<file path="src/rtl/cam_pkg.sv">
// Constants for the capture, accumulator and modulus down-counter unit.
// Assumes an 8-bit register port with one-cycle strobes and a 200 MHz module clock.
package cam_pkg;
  localparam logic [7:0] ADDR_ACC3 = 8'hA2;
  localparam logic [7:0] ADDR_ACC2 = 8'hA3;
  localparam logic [7:0] ADDR_MC_CTL = 8'hA6;
  localparam logic [7:0] ADDR_MC_FLG = 8'hA7;
  localparam logic [7:0] ADDR_ACC_EN = 8'hA8;
  localparam logic [7:0] ADDR_DLY = 8'hA9;
  localparam logic [7:0] ADDR_NOVW = 8'hAA;
  localparam logic [7:0] ADDR_SYS = 8'hAB;
  localparam logic [7:0] ADDR_ACC_HOLD = 8'hAC;
  localparam logic [7:0] ADDR_ACC1 = 8'hB2;
  localparam logic [7:0] ADDR_ACC0 = 8'hB3;
  localparam logic [7:0] ADDR_MC_HI = 8'hB6;
  localparam logic [7:0] ADDR_MC_LO = 8'hB7;
  localparam logic [7:0] ADDR_CAP_HOLD = 8'hB8;
  localparam logic [7:0] ADDR_CAP = 8'h90;

  localparam int unsigned CTL_IRQ_EN = 7;
  localparam int unsigned CTL_RELOAD = 6;
  localparam int unsigned CTL_RDSEL = 5;
  localparam int unsigned CTL_FLATCH = 4;
  localparam int unsigned CTL_FLOAD = 3;
  localparam int unsigned CTL_EN = 2;
  localparam int unsigned FLG_UFLOW = 7;
  localparam int unsigned SYS_SHARE_LO = 4;
  localparam int unsigned SYS_FLAG_SETTING_MODE = 3;
  localparam int unsigned SYS_SAT = 2;
  localparam int unsigned SYS_BUF = 1;
  localparam int unsigned SYS_LATCH_OR_QUEUE = 0;

  localparam logic [7:0] BYTE_RESET = 8'h00;
  localparam logic [7:0] BYTE_FULL = 8'hFF;
  localparam logic [15:0] WORD_ZERO = 16'h0000;
  localparam logic [15:0] WORD_ONE = 16'h0001;
  localparam logic [15:0] COUNT_IDLE = 16'hFFFF;

  localparam logic [10:0] DELAY_SHORT = 11'h100;
  localparam logic [10:0] DELAY_MID = 11'h200;
  localparam logic [10:0] DELAY_LONG = 11'h400;
  localparam logic [3:0] PRESC_DIV1 = 4'h0;
  localparam logic [3:0] PRESC_DIV4 = 4'h3;
  localparam logic [3:0] PRESC_DIV8 = 4'h7;
  localparam logic [3:0] PRESC_DIV16 = 4'hF;

  typedef enum logic {FILT_IDLE, FILT_WAIT} filt_state_t;
endpackage

</file>
<file path="src/rtl/capture_accumulator_modulus_unit.sv">
// Capture buffering, byte pulse accumulators and the modulus down-counter.
// Assumes pins and strobes synchronous to core_clk and a main timer value from outside.
//
// Design decision made here: the strobed register port.
`timescale 1ns/10ps
module capture_accumulator_modulus_unit
  import cam_pkg::*;
(
  input wire logic core_clk,
  input wire logic rst_b,
  input wire logic [7:0] reg_addr,
  input wire logic [7:0] reg_wdata,
  input wire logic reg_wr,
  input wire logic reg_rd,
  output logic [7:0] reg_rdata,
  input wire logic [3:0] capture_pin,
  input wire logic [3:0] edge_rise_en,
  input wire logic [3:0] edge_fall_en,
  input wire logic [15:0] timer_count,
  input wire logic first_cascade_enable,
  input wire logic second_cascade_enable,
  input wire logic first_cascade_event,
  input wire logic fast_flag_clear,
  input wire logic normal_mode_indicator,
  output logic [3:0] capture_flags,
  output logic [3:0] channel_share,
  output logic first_overflow_flag,
  output logic second_overflow_flag,
  output logic underflow_irq
);

  function automatic logic [10:0] delay_last(input logic [1:0] sel);
    case (sel)
      2'b01: delay_last = DELAY_SHORT - 11'h001;
      2'b10: delay_last = DELAY_MID - 11'h001;
      default: delay_last = DELAY_LONG - 11'h001;
    endcase
  endfunction

  function automatic logic [3:0] presc_last(input logic [1:0] sel);
    case (sel)
      2'b00: presc_last = PRESC_DIV1;
      2'b01: presc_last = PRESC_DIV4;
      2'b10: presc_last = PRESC_DIV8;
      default: presc_last = PRESC_DIV16;
    endcase
  endfunction

  function automatic logic [7:0] bump_byte(input logic [7:0] v, input logic sat);
    if (sat && v == BYTE_FULL) begin
      bump_byte = v;
    end else begin
      bump_byte = 8'(v + 8'h01);
    end
  endfunction

  logic [1:0] dly_sel_q;
  logic [7:0] novw_q;
  logic [7:0] sys_q;
  logic sys_written_q;
  logic [3:0] acc_en_q;
  logic [7:0] acc_q [4];
  logic [7:0] acc_d [4];
  logic irq_en_q, reload_q, rdsel_q, mc_en_q;
  logic [1:0] presc_sel_q;
  logic underflow_flag_q;
  logic [15:0] cnt_q, load_q;
  logic [3:0] presc_q;
  logic [1:0] rate_q;
  logic [7:0] wr_hi_buf_q, rd_lo_buf_q;
  logic [15:0] cap_q [4];
  logic [15:0] hold_q [4];
  logic [7:0] acc_hold_q [4];
  logic [3:0] cap_full_q, hold_full_q;
  logic [3:0] polf_q, pol_arm_q;
  filt_state_t fstate_q [4];
  logic [10:0] fcnt_q [4];
  logic [3:0] fpre_q, pin_prev_q;
  logic [3:0] edge_raw, ev, ev_pol;
  logic [3:0] rd_cap, rd_hold, move, latch_move, capture;
  logic ovf_a, ovf_b;
  logic [7:0] rd_val;

  wire logic buffered = sys_q[SYS_BUF];
  wire logic latch_mode = buffered & sys_q[SYS_LATCH_OR_QUEUE];
  wire logic queue_mode = buffered & ~sys_q[SYS_LATCH_OR_QUEUE];
  wire logic [15:0] mc_wval = {wr_hi_buf_q, reg_wdata};
  wire logic wr_mc_lo = reg_wr && reg_addr == ADDR_MC_LO;
  wire logic wr_ctl = reg_wr && reg_addr == ADDR_MC_CTL;
  wire logic force_load = wr_ctl && reg_wdata[CTL_FLOAD] && mc_en_q;
  wire logic force_latch = wr_ctl && reg_wdata[CTL_FLATCH];
  wire logic zero_write = wr_mc_lo && mc_wval == WORD_ZERO;
  wire logic tick = presc_q == presc_last(rate_q);
  wire logic reach_zero = mc_en_q && tick && cnt_q == WORD_ONE && !wr_mc_lo && !force_load;
  wire logic latch_ev = latch_mode && (force_latch || reach_zero || zero_write);
  wire logic mc_access = (reg_rd || reg_wr) && (reg_addr == ADDR_MC_HI || reg_addr == ADDR_MC_LO);
  wire logic underflow_flag_clr = (reg_wr && reg_addr == ADDR_MC_FLG && reg_wdata[FLG_UFLOW])
                        || (fast_flag_clear && mc_access);

  // Edge detection and the optional delay filter in front of each channel.
  always_comb begin
    for (int n = 0; n < 4; n++) begin
      edge_raw[n] = (capture_pin[n] & ~pin_prev_q[n] & edge_rise_en[n])
                    | (~capture_pin[n] & pin_prev_q[n] & edge_fall_en[n]);
      if (dly_sel_q == 2'b00) begin
        ev[n] = edge_raw[n];
        ev_pol[n] = capture_pin[n];
      end else begin
        ev[n] = fstate_q[n] == FILT_WAIT && fcnt_q[n] == delay_last(dly_sel_q)
                && capture_pin[n] != fpre_q[n];
        ev_pol[n] = ~fpre_q[n];
      end
    end
  end

  // Edges arriving while a delay is running are ignored, so narrow glitches are dropped.
  always_ff @(posedge core_clk) begin
    if (!rst_b) begin
      pin_prev_q <= 4'h0;
      fpre_q <= 4'h0;
      for (int n = 0; n < 4; n++) begin
        fstate_q[n] <= FILT_IDLE;
        fcnt_q[n] <= 11'h000;
      end
    end else begin
      pin_prev_q <= capture_pin;
      for (int n = 0; n < 4; n++) begin
        if (dly_sel_q == 2'b00) begin
          fstate_q[n] <= FILT_IDLE;
          fcnt_q[n] <= 11'h000;
        end else begin
          case (fstate_q[n])
            FILT_IDLE: begin
              if (edge_raw[n]) begin
                fstate_q[n] <= FILT_WAIT;
                fcnt_q[n] <= 11'h000;
                fpre_q[n] <= pin_prev_q[n];
              end
            end
            FILT_WAIT: begin
              if (fcnt_q[n] == delay_last(dly_sel_q)) begin
                fstate_q[n] <= FILT_IDLE;
                fcnt_q[n] <= 11'h000;
              end else begin
                fcnt_q[n] <= 11'(fcnt_q[n] + 11'h001);
              end
            end
            default: fstate_q[n] <= FILT_IDLE;
          endcase
        end
      end
    end
  end

  // Configuration registers.
  always_ff @(posedge core_clk) begin
    if (!rst_b) begin
      dly_sel_q <= 2'b00;
      novw_q <= BYTE_RESET;
      sys_q <= BYTE_RESET;
      sys_written_q <= 1'b0;
      acc_en_q <= 4'h0;
      irq_en_q <= 1'b0;
      reload_q <= 1'b0;
      rdsel_q <= 1'b0;
      mc_en_q <= 1'b0;
      presc_sel_q <= 2'b00;
      wr_hi_buf_q <= BYTE_RESET;
    end else if (reg_wr) begin
      case (reg_addr)
        ADDR_DLY: dly_sel_q <= reg_wdata[1:0];
        ADDR_NOVW: novw_q <= reg_wdata;
        ADDR_ACC_EN: acc_en_q <= reg_wdata[3:0];
        ADDR_MC_HI: wr_hi_buf_q <= reg_wdata;
        ADDR_SYS: begin
          if (!normal_mode_indicator || !sys_written_q) begin
            sys_q <= reg_wdata;
            sys_written_q <= 1'b1;
          end
        end
        ADDR_MC_CTL: begin
          irq_en_q <= reg_wdata[CTL_IRQ_EN];
          reload_q <= reg_wdata[CTL_RELOAD];
          rdsel_q <= reg_wdata[CTL_RDSEL];
          mc_en_q <= reg_wdata[CTL_EN];
          presc_sel_q <= reg_wdata[1:0];
        end
        default: ;
      endcase
    end
  end

  // Modulus down-counter. The reload happens on the tick that would reach zero.
  always_ff @(posedge core_clk) begin
    if (!rst_b) begin
      cnt_q <= COUNT_IDLE;
      load_q <= WORD_ZERO;
      presc_q <= 4'h0;
      rate_q <= 2'b00;
    end else begin
      if (wr_mc_lo) begin
        load_q <= mc_wval;
      end
      if (!mc_en_q) begin
        cnt_q <= COUNT_IDLE;
        presc_q <= 4'h0;
        rate_q <= presc_sel_q;
      end else if (wr_mc_lo && (!reload_q || zero_write)) begin
        cnt_q <= mc_wval;
        presc_q <= 4'h0;
        rate_q <= presc_sel_q;
      end else if (force_load) begin
        cnt_q <= load_q;
        presc_q <= 4'h0;
        rate_q <= reg_wdata[1:0];
      end else if (cnt_q != WORD_ZERO) begin
        if (tick) begin
          presc_q <= 4'h0;
          if (cnt_q == WORD_ONE && reload_q) begin
            cnt_q <= load_q;
            rate_q <= presc_sel_q;
          end else begin
            cnt_q <= 16'(cnt_q - WORD_ONE);
          end
        end else begin
          presc_q <= 4'(presc_q + 4'h1);
        end
      end
    end
  end

  // A new underflow in the same cycle as a clear keeps the flag set.
  always_ff @(posedge core_clk) begin
    if (!rst_b) begin
      underflow_flag_q <= 1'b0;
      underflow_irq <= 1'b0;
    end else begin
      underflow_flag_q <= reach_zero | (underflow_flag_q & ~underflow_flag_clr);
      underflow_irq <= underflow_flag_q & irq_en_q;
    end
  end

  // Accumulator next values; bus writes and latch clears take priority over counting.
  always_comb begin
    ovf_a = 1'b0;
    ovf_b = 1'b0;
    for (int n = 0; n < 4; n++) begin
      acc_d[n] = acc_q[n];
    end
    for (int p = 0; p < 2; p++) begin
      logic casc;
      logic cev;
      logic [15:0] pair;
      logic ovf;
      casc = (p == 1) ? first_cascade_enable : second_cascade_enable;
      cev = (p == 1) ? first_cascade_event : ev[0];
      pair = {acc_q[2 * p + 1], acc_q[2 * p]};
      ovf = 1'b0;
      if (casc) begin
        if (cev) begin
          pair = 16'(pair + WORD_ONE);
          ovf = acc_q[2 * p + 1] == BYTE_FULL && acc_q[2 * p] == BYTE_FULL;
          acc_d[2 * p + 1] = pair[15:8];
          acc_d[2 * p] = pair[7:0];
        end
      end else begin
        for (int b = 0; b < 2; b++) begin
          if (acc_en_q[2 * p + b] && ev[2 * p + b]) begin
            acc_d[2 * p + b] = bump_byte(acc_q[2 * p + b], sys_q[SYS_SAT]);
          end
        end
        ovf = acc_en_q[2 * p + 1] && ev[2 * p + 1] && !sys_q[SYS_SAT]
              && acc_q[2 * p + 1] == BYTE_FULL;
      end
      if (p == 1) begin
        ovf_a = ovf;
      end else begin
        ovf_b = ovf;
      end
    end
    if (latch_ev) begin
      for (int n = 0; n < 4; n++) begin
        acc_d[n] = BYTE_RESET;
      end
    end
    if (reg_wr) begin
      case (reg_addr)
        ADDR_ACC3: acc_d[3] = reg_wdata;
        ADDR_ACC2: acc_d[2] = reg_wdata;
        ADDR_ACC1: acc_d[1] = reg_wdata;
        ADDR_ACC0: acc_d[0] = reg_wdata;
        default: ;
      endcase
    end
  end

  always_ff @(posedge core_clk) begin
    if (!rst_b) begin
      for (int n = 0; n < 4; n++) begin
        acc_q[n] <= BYTE_RESET;
      end
      first_overflow_flag <= 1'b0;
      second_overflow_flag <= 1'b0;
    end else begin
      for (int n = 0; n < 4; n++) begin
        acc_q[n] <= acc_d[n];
      end
      first_overflow_flag <= ovf_a;
      second_overflow_flag <= ovf_b;
    end
  end

  // Capture and holding decisions for each channel.
  always_comb begin
    for (int n = 0; n < 4; n++) begin
      rd_cap[n] = reg_rd && reg_addr[7:3] == ADDR_CAP[7:3] && reg_addr[2:1] == 2'(n);
      rd_hold[n] = reg_rd && reg_addr[7:3] == ADDR_CAP_HOLD[7:3] && reg_addr[2:1] == 2'(n);
      move[n] = queue_mode && ev[n] && (cap_full_q[n] || !novw_q[n])
                && (!novw_q[n] || !hold_full_q[n]);
      latch_move[n] = latch_ev && (!novw_q[n] || !hold_full_q[n]);
      capture[n] = ev[n] && (!novw_q[n] || !cap_full_q[n] || move[n] || latch_move[n]);
    end
  end

  // Status set by an event wins over the clear made by a read in the same cycle.
  always_ff @(posedge core_clk) begin
    if (!rst_b) begin
      cap_full_q <= 4'h0;
      hold_full_q <= 4'h0;
      polf_q <= 4'h0;
      pol_arm_q <= 4'hF;
      capture_flags <= 4'h0;
      channel_share <= 4'h0;
      for (int n = 0; n < 4; n++) begin
        cap_q[n] <= WORD_ZERO;
        hold_q[n] <= WORD_ZERO;
        acc_hold_q[n] <= BYTE_RESET;
      end
    end else begin
      for (int n = 0; n < 4; n++) begin
        if (latch_move[n]) begin
          hold_q[n] <= cap_q[n];
          acc_hold_q[n] <= acc_q[n];
        end else if (move[n]) begin
          hold_q[n] <= cap_q[n];
        end
        if (capture[n]) begin
          cap_q[n] <= timer_count;
        end
        cap_full_q[n] <= capture[n] | (cap_full_q[n] & ~rd_cap[n] & ~latch_move[n]);
        hold_full_q[n] <= latch_move[n] | move[n] | (hold_full_q[n] & ~rd_hold[n]);
        if (capture[n] && pol_arm_q[n]) begin
          polf_q[n] <= ev_pol[n];
        end
        pol_arm_q[n] <= rd_cap[n] | (pol_arm_q[n] & ~capture[n]);
        capture_flags[n] <= (queue_mode && sys_q[SYS_FLAG_SETTING_MODE]) ? move[n] : ev[n];
        channel_share[n] <= ev[n] & sys_q[SYS_SHARE_LO + n];
      end
    end
  end

  // Read multiplexer. Read the counter high byte first; it snapshots the low byte of the counter, or of the load register when rdsel_q is set.
  always_comb begin
    rd_val = BYTE_RESET;
    case (reg_addr)
      ADDR_DLY: rd_val = {6'h00, dly_sel_q};
      ADDR_NOVW: rd_val = novw_q;
      ADDR_SYS: rd_val = sys_q;
      ADDR_ACC_EN: rd_val = {4'h0, acc_en_q};
      ADDR_ACC3: rd_val = acc_q[3];
      ADDR_ACC2: rd_val = acc_q[2];
      ADDR_ACC1: rd_val = acc_q[1];
      ADDR_ACC0: rd_val = acc_q[0];
      ADDR_MC_CTL: rd_val = {irq_en_q, reload_q, rdsel_q, 2'b00, mc_en_q, presc_sel_q};
      ADDR_MC_FLG: rd_val = {underflow_flag_q, 3'b000, polf_q};
      ADDR_MC_HI: rd_val = rdsel_q ? load_q[15:8] : cnt_q[15:8];
      ADDR_MC_LO: rd_val = rd_lo_buf_q;
      default: begin
        if (reg_addr[7:3] == ADDR_CAP[7:3]) begin
          rd_val = reg_addr[0] ? cap_q[reg_addr[2:1]][7:0] : cap_q[reg_addr[2:1]][15:8];
        end else if (reg_addr[7:3] == ADDR_CAP_HOLD[7:3]) begin
          rd_val = reg_addr[0] ? hold_q[reg_addr[2:1]][7:0] : hold_q[reg_addr[2:1]][15:8];
        end else if (reg_addr[7:2] == ADDR_ACC_HOLD[7:2]) begin
          rd_val = acc_hold_q[reg_addr[1:0]];
        end
      end
    endcase
  end

  always_ff @(posedge core_clk) begin
    if (!rst_b) begin
      reg_rdata <= BYTE_RESET;
      rd_lo_buf_q <= BYTE_RESET;
    end else begin
      reg_rdata <= reg_rd ? rd_val : BYTE_RESET;
      if (reg_rd && reg_addr == ADDR_MC_HI) begin
        rd_lo_buf_q <= rdsel_q ? load_q[7:0] : cnt_q[7:0];
      end
    end
  end

endmodule

</file>
<file path="config.mk">
export PLATFORM = sky130hd
export DESIGN_NAME = capture_accumulator_modulus_unit
export DESIGN_NICKNAME = d
export VERILOG_FILES = /design/src/rtl/cam_pkg.sv /design/src/rtl/capture_accumulator_modulus_unit.sv
export SDC_FILE = /design/constraint.sdc
export NUM_CORES = 1
export LEC_CHECK = 0
export BUFFER_PORTS_ARGS = -buffer_cell sky130_fd_sc_hd__buf_4
export CAP_MARGIN = 20
export CORE_UTILIZATION = 54
export DETAILED_ROUTE_END_ITERATION = 8
export GPL_TIMING_DRIVEN = 0
export PLACE_DENSITY = 0.71
export SETUP_SLACK_MARGIN = 0.15
export SLEW_MARGIN = 20
export SYNTH_ARGS = -nofsm -noshare
export SYNTH_HDL_FRONTEND = slang
export SYNTH_SLANG_ARGS = --single-unit
</file>
<file path="constraint.sdc">
create_clock -name core_clk -period 10.4 [get_ports core_clk]
set_input_delay 1.04 -clock core_clk [delete_from_list [all_inputs] [get_ports core_clk]]
set_output_delay 1.04 -clock core_clk [all_outputs]
set_load 0.05 [all_outputs]
</file>
# Yosys cells after proc, flatten, opt, wreduce, memory -nomap -nowiden
# Memories as Yosys holds them, arrays and structs flattened.
# Index checks and enable logic that the tools add are counted.
totals:
  ff_bits: 127
  latch_bits: 0
  ramBits: 240
  rom_bits: 0
  inputBits: 53
  out_inout_bits: 19
  elab_cells: 606
  memories: 6
classes:
  add_sub_neg: 12
  multipliers: 0
  div_mod_pow: 0
  n_lt_le_gt_ge: 0
  eq_ne: 43
  shifts: 0
  n_mux: 222
  bitwise_logic: 146
  reduce_logical: 142
mem_list:
  columns: ["memory", "depth", "width", "rd", "rd_ports_with_merged_regs", "write_ports", "line_no", "source"]
  rows:
  - ["cap_q", 4, 16, 5, 0, 4, "capture_accumulator_modulus_unit.sv:71", "logic [15:0] cap_q [4];"]
  - ["hold_q", 4, 16, 1, 0, 4, "capture_accumulator_modulus_unit.sv:72", "logic [15:0] hold_q [4];"]
  - ["fcnt_q", 4, 11, 4, 0, 4, "capture_accumulator_modulus_unit.sv:77", "logic [10:0] fcnt_q [4];"]
  - ["acc_hold_q", 4, 8, 1, 0, 4, "capture_accumulator_modulus_unit.sv:73", "logic [7:0] acc_hold_q [4];"]
  - ["acc_q", 4, 8, 4, 0, 4, "capture_accumulator_modulus_unit.sv:62", "logic [7:0] acc_q [4];"]
  - ["fstate_q", 4, 1, 4, 0, 4, "capture_accumulator_modulus_unit.sv:76", "filt_state_t fstate_q [4];"]
op_table:
  columns: ["op", "n"]
  rows:
  - ["2-to-1 mux 16 bit", 21]
  - ["2-to-1 mux 11 bit", 29]
  - ["2-to-1 mux 8 bit", 27]
  - ["2-to-1 mux 1 bit", 133]
  - ["equality test 8 bit, second input constant", 16]
  - ["one-hot mux 8 bit (12 select lines)", 1]
  - ["equality test 11 bit", 8]
  - ["logical AND 1 bit", 75]
  - ["OR 1 bit", 69]
  - ["2-to-1 mux 32 bit", 2]
  - ["adder 11 x 1 -> 11 bit, second input constant", 4]
  - ["bitwise AND 1 bit", 40]
  - ["NOT 1 bit", 37]
  - ["adder 16 x 1 -> 16 bit, second input constant", 2]
  - ["adder 8 x 1 -> 8 bit, second input constant", 4]
  - ["logical OR 1 bit", 27]
  - ["one-hot mux 10 bit (2 select lines)", 1]
  - ["logical NOT 1 bit", 18]
  - ["AND reduction 3 bit", 6]
  - ["equality test 16 x 1 -> 1 bit, second input constant", 1]
  - ["logical NOT 16 bit", 1]
  - ["AND reduction 2 bit", 8]
  - ["nonzero test 16 bit", 1]
  - ["subtractor 16 x 1 -> 16 bit, second input constant", 1]
  - ["other kinds (14)", 33]

# Logic depth before layout (Yosys ltp)
# Gate-level depths: netlist of the first run.
depth:
  word_depth: 17
  mapped_depth: 12
  ltp_nobuf: 9

# Worst setup path after synthesis of the first run
# OpenSTA, ideal clock, no wires.
synth_timing:
  path_kind: "input -> register"
  start: "in reg_wdata[3]"
  end: "mem hold_q[0][0], enable pin"
  setup_time_ns: 0.367
  arrival_ns: 3.372
  t_required_ns: 10.033
  slack_ns: 6.661
  stages: 7
  n_path_buf: 1
  cell_sequence: "clkbuf_1 > and4b_1 > and3_1 > nor4b_4 > a32oi_2 > o21ai_0 > a21o_1"
synth_lines:
  columns: ["item", "line_no", "source"]
  rows:
  - ["from (decl)", "capture_accumulator_modulus_unit.sv:12", "input wire logic [7:0] reg_wdata,"]
  - ["to (decl)", "capture_accumulator_modulus_unit.sv:72", null]

==> metrics.yaml, run 1 <==
run_status: "finished clean"
ff_latch_area_sq_mm: 0.00940
port-buffer-count: 63
cpPeakStageDelay_ns: 0.91
fill_cells: 2789
rsz0062_at_grt: "false"
tritoncts_num_sinks: 367
period_minus_slack_ns: 4.62
htreeDepth: 2
post_cts.resized_instances: 0
met2RoutedLength_microns: 26000
post_route_insts_no_fill: 2366
crit_chain: "inv_1, ha_1, clkbuf_1, xnor2_1, nor3_1, a31o_2, clkbuf_1, a21oi_1, nor4_4, nand2b_1"
max-clock-path-buffers: 3
worst_setup_path_end_kind: "flop"
worst_ir_drop_vdd_mv: 0.128
diodes: 0
postSynth.topFlopCell: "sky130_fd_sc_hd__edfxtp_1"
multi_input_comb_area_sq_mm: 0.00879
max-slew-margin-rel: 0.184
total_vias_in_the_final_route: 15100
pwr-share-clk: 0.461
postCtsSetupRepairBufs: 0
synth.net_count: 1845
synth_edf_count: 205
placed_area_sq_mm: 0.0197
post_synth_inst_count: 1778
yosysWarningCount: 0
detail_route.iter0.violations: 1577
power.static_leakage_nw: 7.85
detail_route.wirelength.met1_microns: 24500
grt_max_degree: 17
critical-path-top-cell-by-count: "sky130_fd_sc_hd__clkbuf_1"
final.setup.tns_ns: 0
max_clock_freq_ghz: 0.216
power.density_cell_area_mw_per_mm2: 157
fin_util: 0.626
worst_pin_slew_ns: 1.19
layout_common_cells: "sky130_fd_sc_hd__edfxtp_1, sky130_fd_sc_hd__nand2_1, sky130_fd_sc_hd__and2_1"
pin_count: 72
dpl.cell_count: 2290
finalWeightedCongestion: 0.984
dr_wl_met3_microns: 5880
top_signal_layer_used: "met4"
criticalPathCategory: "flop to flop"
placement.setup.worst_slack_ns: 5.52
clk_latency_ns: 0.56
asyncSetResetFlopFracSynth: 0
hold_viol_final: 0
coreArea_sq_mm: 0.0338
layout-drive-gt1-share: 0.114
cts.hold.buffers_added: 0
final-max-slew-violation-count: 0
netlist_area_sq_mm: 0.0187
max-cap-violations: 0
gr-total-overflow: 0
timing.clock.skew_ns: 0.0220
wl_microns: 58600
die_h_microns: 188
start_kind: "flop"
layout_worst_path_cycle_share: 0.444
cts_inserted_buffers: 41
post_synth_num_cell_types: 84
worst_hold_slack_ns: 0.454
rows: 67
report.power.total_mw: 3.31
switching_share: 0.238
layout.nets: 1952
rrSetupSlack_ns: 5.78
synth_sequential_area_ratio: 0.503
postLayoutCellArea_sq_mm: 0.0211
timing.critical_path.arrival_ns: 4.78
dp_hpwl_microns: 42200
power.share.sequential: 0.479
mean_instance_size_in_the_synthesized_netlist_sq_um: 10.5
initial_core_util: 0.553
pwr-share-comb: 0.060
drc: 0
die_footprint_sq_mm: 0.0354
cp_slowest_cell: "sky130_fd_sc_hd__nand2b_1"
die_w_microns: 188
internal-power_mw: 2.53
path_max_fanout: 16
cts_tree: "yes"
grtUsageTotal: 0.331
clkSlewWorstSetupHoldPaths_ns: 0.06
antenna_found_initial: 1
power_switching_mw: 0.787
synth.ff_latch_count: 367
via_count_of_the_first_global_routing_pass: 14400
finalSetupViolCount: 0
final_antenna_net_count: 0
timing.final.ws_setup_ns: 5.78
route.detailed.wl_per_inst_microns: 24.8
min_path_type: "flop to flop"
cts-root-buf: "sky130_fd_sc_hd__clkbuf_16"
most_common_cell_after_layout_fill_and_taps_aside: "sky130_fd_sc_hd__edfxtp_1"
global_route_wire_length_before_repair_microns: 88100
syn_to_final_growth_pct: 13.2
vias_per_cell: 6.40
drt_first_pass_iters: 8
required_ns: 10.56
-- synth_stat cells, types with 4 or more instances --
master / n / area share
sky130_fd_sc_hd__o22ai_1: 29 / 0.0097
sky130_fd_sc_hd__nand4_1: 29 / 0.0097
sky130_fd_sc_hd__a211oi_1: 8 / 0.0032
sky130_fd_sc_hd__edfxtp_1: 205 / 0.33
sky130_fd_sc_hd__o211a_1: 10 / 0.0054
sky130_fd_sc_hd__o211ai_1: 10 / 0.0040
sky130_fd_sc_hd__dfxtp_1: 162 / 0.17
sky130_fd_sc_hd__o311ai_0: 6 / 0.0028
sky130_fd_sc_hd__o21ai_0: 62 / 0.017
sky130_fd_sc_hd__and4_1: 8 / 0.0037
sky130_fd_sc_hd__mux4_2: 41 / 0.049
sky130_fd_sc_hd__o21a_1: 7 / 0.0028
sky130_fd_sc_hd__nand2_1: 182 / 0.037
sky130_fd_sc_hd__mux2_2: 8 / 0.0048
sky130_fd_sc_hd__a21boi_0: 30 / 0.012
sky130_fd_sc_hd__a22oi_1: 25 / 0.010
sky130_fd_sc_hd__nand3_1: 64 / 0.017
sky130_fd_sc_hd__buf_2: 9 / 0.0024
sky130_fd_sc_hd__nand2b_1: 13 / 0.0044
sky130_fd_sc_hd__xnor2_1: 37 / 0.017
sky130_fd_sc_hd__mux2i_1: 73 / 0.039
sky130_fd_sc_hd__nand3b_1: 12 / 0.0048
sky130_fd_sc_hd__a21oi_1: 45 / 0.012
sky130_fd_sc_hd__o31ai_1: 4 / 0.0016
sky130_fd_sc_hd__a31o_2: 9 / 0.0042
sky130_fd_sc_hd__nor4_1: 10 / 0.0033
sky130_fd_sc_hd__a2bb2oi_1: 4 / 0.0019
sky130_fd_sc_hd__nand4b_1: 4 / 0.0019
sky130_fd_sc_hd__nor2b_1: 43 / 0.014
sky130_fd_sc_hd__and3_1: 50 / 0.017
sky130_fd_sc_hd__or3_1: 15 / 0.0050
sky130_fd_sc_hd__and2_1: 166 / 0.056
sky130_fd_sc_hd__xor2_1: 33 / 0.015
sky130_fd_sc_hd__and3b_1: 5 / 0.0023
sky130_fd_sc_hd__inv_1: 21 / 0.0042
sky130_fd_sc_hd__a221oi_1: 4 / 0.0019
sky130_fd_sc_hd__nor3_1: 18 / 0.0048
sky130_fd_sc_hd__ha_1: 14 / 0.0094
sky130_fd_sc_hd__a31oi_1: 9 / 0.0030
sky130_fd_sc_hd__buf_1: 6 / 0.0012
sky130_fd_sc_hd__a2111oi_0: 9 / 0.0042
sky130_fd_sc_hd__nor2_1: 118 / 0.024
sky130_fd_sc_hd__clkbuf_1: 92 / 0.018
sky130_fd_sc_hd__o2111ai_1: 5 / 0.0023
-- worst paths after layout --
path                                   from                       to  cells after the start
setup / recovery  dly_sel_q[0]$_SDFFE_PN0P_   hold_q[3][6]$_DFFE_PP_                     10
hold / removal      pol_arm_q[1]$_SDFF_PN1_  pol_arm_q[1]$_SDFF_PN1_                      1
setup reg to reg  dly_sel_q[0]$_SDFFE_PN0P_   hold_q[3][6]$_DFFE_PP_                     10
hold reg to reg     pol_arm_q[1]$_SDFF_PN1_  pol_arm_q[1]$_SDFF_PN1_                      1
-- power groups by stage --
stage          sequential (mW)  clock (mW)  combinational (mW)
3_5_place_dp              1.62           0               0.195
6_report                  1.59        1.53               0.200
2_1_floorplan             1.61           0               0.110
5_1_grt                   1.59        1.58               0.211
3_3_place_gp              1.61           0               0.193
4_1_cts                   1.58        1.53               0.196
-- logic make-up after synthesis --
kind of cell	Yosys count	synth area share
flip-flops	367	0.503
buffers and inverters	130	0.0270
multiplexers	122	0.0933
AO/OA/AOI/OAI	319	0.119
XOR/XNOR	70	0.0328
AND/OR/NAND/NOR	756	0.216
adder cells (fa/ha/maj)	14	0.00937
-- registers in the layout, summed over array words and instances (netlist names), 8 cells and up --
name	cells
cnt_q	16
wr_hi_buf_q	8
acc_hold_q	32
rd_lo_buf_q	8
hold_q	64
cap_q	64
reg_rdata	8
novw_q	8
fcnt_q	44
acc_q	32
load_q	16
sys_q	8
-- layer usage --
layer	track usage	vias up
met2	0.505	866
met3	0.0636	147
li1	-	6761
met1	0.465	7367
met5	0	-
met4	0.128	0
-- critical path: cells and delay by family, from the launching register on --
kind | cells | cell delay (ns)
xor gates and xnor gates | 1 | 0.13
AOI/OAI and AO/OA | 2 | 0.45
DFF | 1 | 0.44
adders and majority gates | 1 | 0.27
buffers and inverters | 3 | 1.07
and+or+nand+nor | 3 | 1.87
-- final cells by class --
class,instances,share of cell area
Sequential cell,367,0.444
Multi-Input combinational cell,1281,0.415
Clock buffer,56,0.0565
Tap cell,448,0.0265
Timing Repair Buffer,64,0.0227
Buffer,109,0.0201
Clock inverter,20,0.0105
Inverter,21,0.00373
No activity file was read; power rests on OpenSTA's default activity.
==> run 2, diff against run 1 <==
ABC_AREA = 1   (was unset)
clock period = 4.3 ns   (was 10.4 ns; I/O delays follow)
==> run 2 against run 1 <==
Effect of this change:
- fmax up 27%
- non-clock buffer count shrank 18
- register-to-register slack worse by 5.1 ns
- combinational power grew to 2.9 times the previous value
- total power grew 140%
- sequential cell count unchanged
- hold slack worse by 0.33 ns
- worst setup slack worse by 5.1 ns
- final area grew 0.39%
- cell count increased by 23%
- critical path type unchanged
- largest cell class unchanged
==> metrics.yaml, run 2 <==
required_ns: 4.32  # -6.24 ns
final.setup.tns_ns: 0  # unchanged
worst_setup_path_end_kind: "flop"
antenna_found_initial: 0  # -1
layout-drive-gt1-share: 0.0898  # -0.0239
grt_util_met1: 0.435  # -0.0303
htreeDepth: 2  # unchanged
power.share.sequential: 0.488  # +0.009
vias_per_cell: 5.92  # -7.5%
drt_first_pass_iters: 6  # -2
worst_ir_drop_vdd_mv: 0.243  # +89%
rows: 68  # +1.5%
cts-root-buf: "sky130_fd_sc_hd__clkbuf_16"
post_cts.resized_instances: 0  # unchanged
max-cap-violations: 0  # unchanged
hold_viol_final: 0  # unchanged
post_synth_num_cell_types: 53  # -37%
grt_max_degree: 17  # unchanged
diodes: 0  # unchanged
timing.critical_path.arrival_ns: 3.66  # -1.12 ns
dpl.cell_count: 2831  # +24%
largest_registers: "cap_q: 64 flops, hold_q: 64 flops, fcnt_q: 44 flops"
clkSlewWorstSetupHoldPaths_ns: 0.06  # about the same
asyncSetResetFlopFracSynth: 0  # unchanged
netlist_area_sq_mm: 0.0189  # +0.94%
die_w_microns: 189  # +0.47%
max_clock_freq_ghz: 0.275  # +27%
mean_instance_size_in_the_synthesized_netlist_sq_um: 8.16  # -22%
final-max-slew-violation-count: 0  # unchanged
max-clock-path-buffers: 3  # unchanged
rsz0062_at_grt: "false"
global_route_wire_length_before_repair_microns: 90300  # +2.6%
cts.hold.buffers_added: 0  # unchanged
postCtsSetupRepairBufs: 0  # unchanged
wl_microns: 59500  # +1.6%
criticalPathCategory: "flop to flop"
pin_count: 72  # unchanged
detail_route.iter0.violations: 2133  # +35%
total_vias_in_the_final_route: 17200  # +14%
gr-max-usage-layer: "met2"
timing.clock.skew_ns: 0.0193  # -0.00264 ns
most_common_cell_after_layout_fill_and_taps_aside: "sky130_fd_sc_hd__nand2_1"
via_count_of_the_first_global_routing_pass: 16300  # +13%
gr-total-overflow: 0  # unchanged
power_switching_mw: 1.93  # +140%
power.static_leakage_nw: 8.31  # +5.8%
netlist.top_cell.by_area: "sky130_fd_sc_hd__edfxtp_1"
synth_edf_count: 205  # unchanged
worst_r2r_path_depth: 10  # unchanged
synth_sequential_area_ratio: 0.498  # -0.00470
postSynth.topFlopCell: "sky130_fd_sc_hd__edfxtp_1"
post_route_insts_no_fill: 2905  # +23%
syn_to_final_growth_pct: 12.5
tritoncts_num_sinks: 367  # unchanged
synth_common_cells: "sky130_fd_sc_hd__nand2_1, sky130_fd_sc_hd__nor2_1, sky130_fd_sc_hd__inv_1, sky130_fd_sc_hd__edfxtp_1, sky130_fd_sc_hd__nand3_1"
power.density_cell_area_mw_per_mm2: 373  # +140%
run_status: "finished clean"
worst_pin_slew_ns: 1.02  # -0.170 ns
finalSetupViolCount: 0  # unchanged
dp_hpwl_microns: 43400  # +2.8%
die_h_microns: 189  # +0.47%
netlist.area_leader.share: 0.326  # -0.00308
die_footprint_sq_mm: 0.0357  # +0.93%
port-buffer-count: 63  # unchanged
pwr-share-clk: 0.438  # -0.023
cts_tree: "yes"
grtUsageTotal: 0.331  # -0.000451
cts_inserted_buffers: 40  # -2.4%
final_antenna_net_count: 0  # unchanged
global_route.usage.met2: 0.540  # +0.0349
clk_latency_ns: 0.55  # about the same
synth.net_count: 2379  # +29%
synthTopCellsByArea: "sky130_fd_sc_hd__edfxtp_1, sky130_fd_sc_hd__dfxtp_1, sky130_fd_sc_hd__nand2_1"
synth.ff_latch_count: 367  # unchanged
fill_cells: 3082  # +11%
layout.nets: 2485  # +27%
hold-path-cell-count: 3  # +2
yosysWarningCount: 0  # unchanged
use_met3: 0.0625  # -0.00117
post_synth_inst_count: 2312  # +30%
layout_common_cells: "sky130_fd_sc_hd__nand2_1, sky130_fd_sc_hd__nor2_1, sky130_fd_sc_hd__inv_1"
most_frequent_cell_after_synthesis: "sky130_fd_sc_hd__nand2_1"
route.detailed.wl_per_inst_microns: 20.5  # -17%
period_minus_slack_ns: 3.64  # -0.979 ns
pwr-share-comb: 0.074  # +0.014
min_path_type: "input port to flop"
switching_share: 0.244  # +0.00602
layout_worst_path_cycle_share: 0.847  # +0.403
path_max_fanout: 16  # unchanged
start_kind: "flop"
drc: 0  # unchanged
initial_core_util: 0.547  # -0.00571
internal-power_mw: 5.98  # +140%
coreArea_sq_mm: 0.0345  # +2.0%
max-slew-margin-rel: 0.316  # +0.132
finalWeightedCongestion: 0.978  # -0.65%
-- run 2: through the flow --
step	area [sq um]	power (mW)	setup slack, ns	utilization	hold slack [ns]
CTS	21200	7.88	0.750	0.616	0.118
global route	21200	8.08	0.482	0.616	0.140
floorplan	18900	4.26	1.76	-	0.429
detailed placement	19900	4.50	0.710	0.578	0.442
finish	21200	7.91	0.659	0.616	0.120
global placement	19900	4.49	0.752	0.578	0.437
-- run 2: cell families (layout without fill, tap and decap cells) --
family | count (synthesis) | count (layout) | synth area share
fa+ha+maj | 14 | 14 | 0.00929
simple gates | 1049 | 1049 | 0.251
compound gates | 463 | 463 | 0.143
flops | 367 | 367 | 0.498
xor+xnor | 40 | 40 | 0.0186
buf+inv | 379 | 517 | 0.0797
-- run 2: per-layer routing --
| layer | vias to the layer above | part of all wire |
|---|---|---|
| li1 | 8048 | - |
| met1 | 8052 | 0.40 |
| met2 | 936 | 0.46 |
| met3 | 168 | 0.098 |
| met4 | 0 | 0.038 |
| met5 | - | 0 |
-- run 2: worst max-delay path: stages, from the launching register on --
cell                       delay, ns
sky130_fd_sc_hd__dfxtp_1        0.34
sky130_fd_sc_hd__inv_1          0.09
sky130_fd_sc_hd__ha_1           0.31
sky130_fd_sc_hd__clkinv_1       0.31
sky130_fd_sc_hd__o21ai_0        0.16
sky130_fd_sc_hd__a21oi_1        0.06
sky130_fd_sc_hd__nand4_1        0.09
sky130_fd_sc_hd__nand2_1        0.11
sky130_fd_sc_hd__nand2_1        0.37
sky130_fd_sc_hd__clkbuf_1       0.49
sky130_fd_sc_hd__nand3_1        0.78
-- run 2: path summary, 6_finish.rpt --
path,start,endpoint,slack [ns]
setup / recovery,dly_sel_q[0]$_SDFFE_PN0P_,hold_q[3][4]$_DFFE_PP_,0.66
hold / removal,capture_pin[1],pin_prev_q[1]$_SDFF_PN0_,0.12
setup reg to reg,dly_sel_q[0]$_SDFFE_PN0P_,hold_q[3][4]$_DFFE_PP_,0.66
hold reg to reg,sys_written_q$_SDFFE_PN0P_,sys_written_q$_SDFFE_PN0P_,0.46
-- run 2: layout make-up --
| class | count | area [sq um] | share of cell area |
|---|---|---|---|
| Clock inverter | 13 | 128 | 0.00601 |
| Timing Repair Buffer | 64 | 480 | 0.0226 |
| Clock buffer | 61 | 1180 | 0.0557 |
| Tap cell | 455 | 569 | 0.0268 |
| Sequential cell | 367 | 9400 | 0.443 |
| Multi-Input combinational cell | 1566 | 7970 | 0.375 |
| Inverter | 288 | 1080 | 0.0510 |
| Buffer | 91 | 419 | 0.0197 |
-- run 2: power groups by stage --
stage,sequential (mW),combinational (mW),clock (mW)
after detailed placement,3.94,0.569,0
after CTS,3.86,0.572,3.45
final,3.86,0.587,3.46
after floorplan,3.93,0.330,0
after global placement,3.93,0.559,0
after global routing,3.87,0.627,3.58
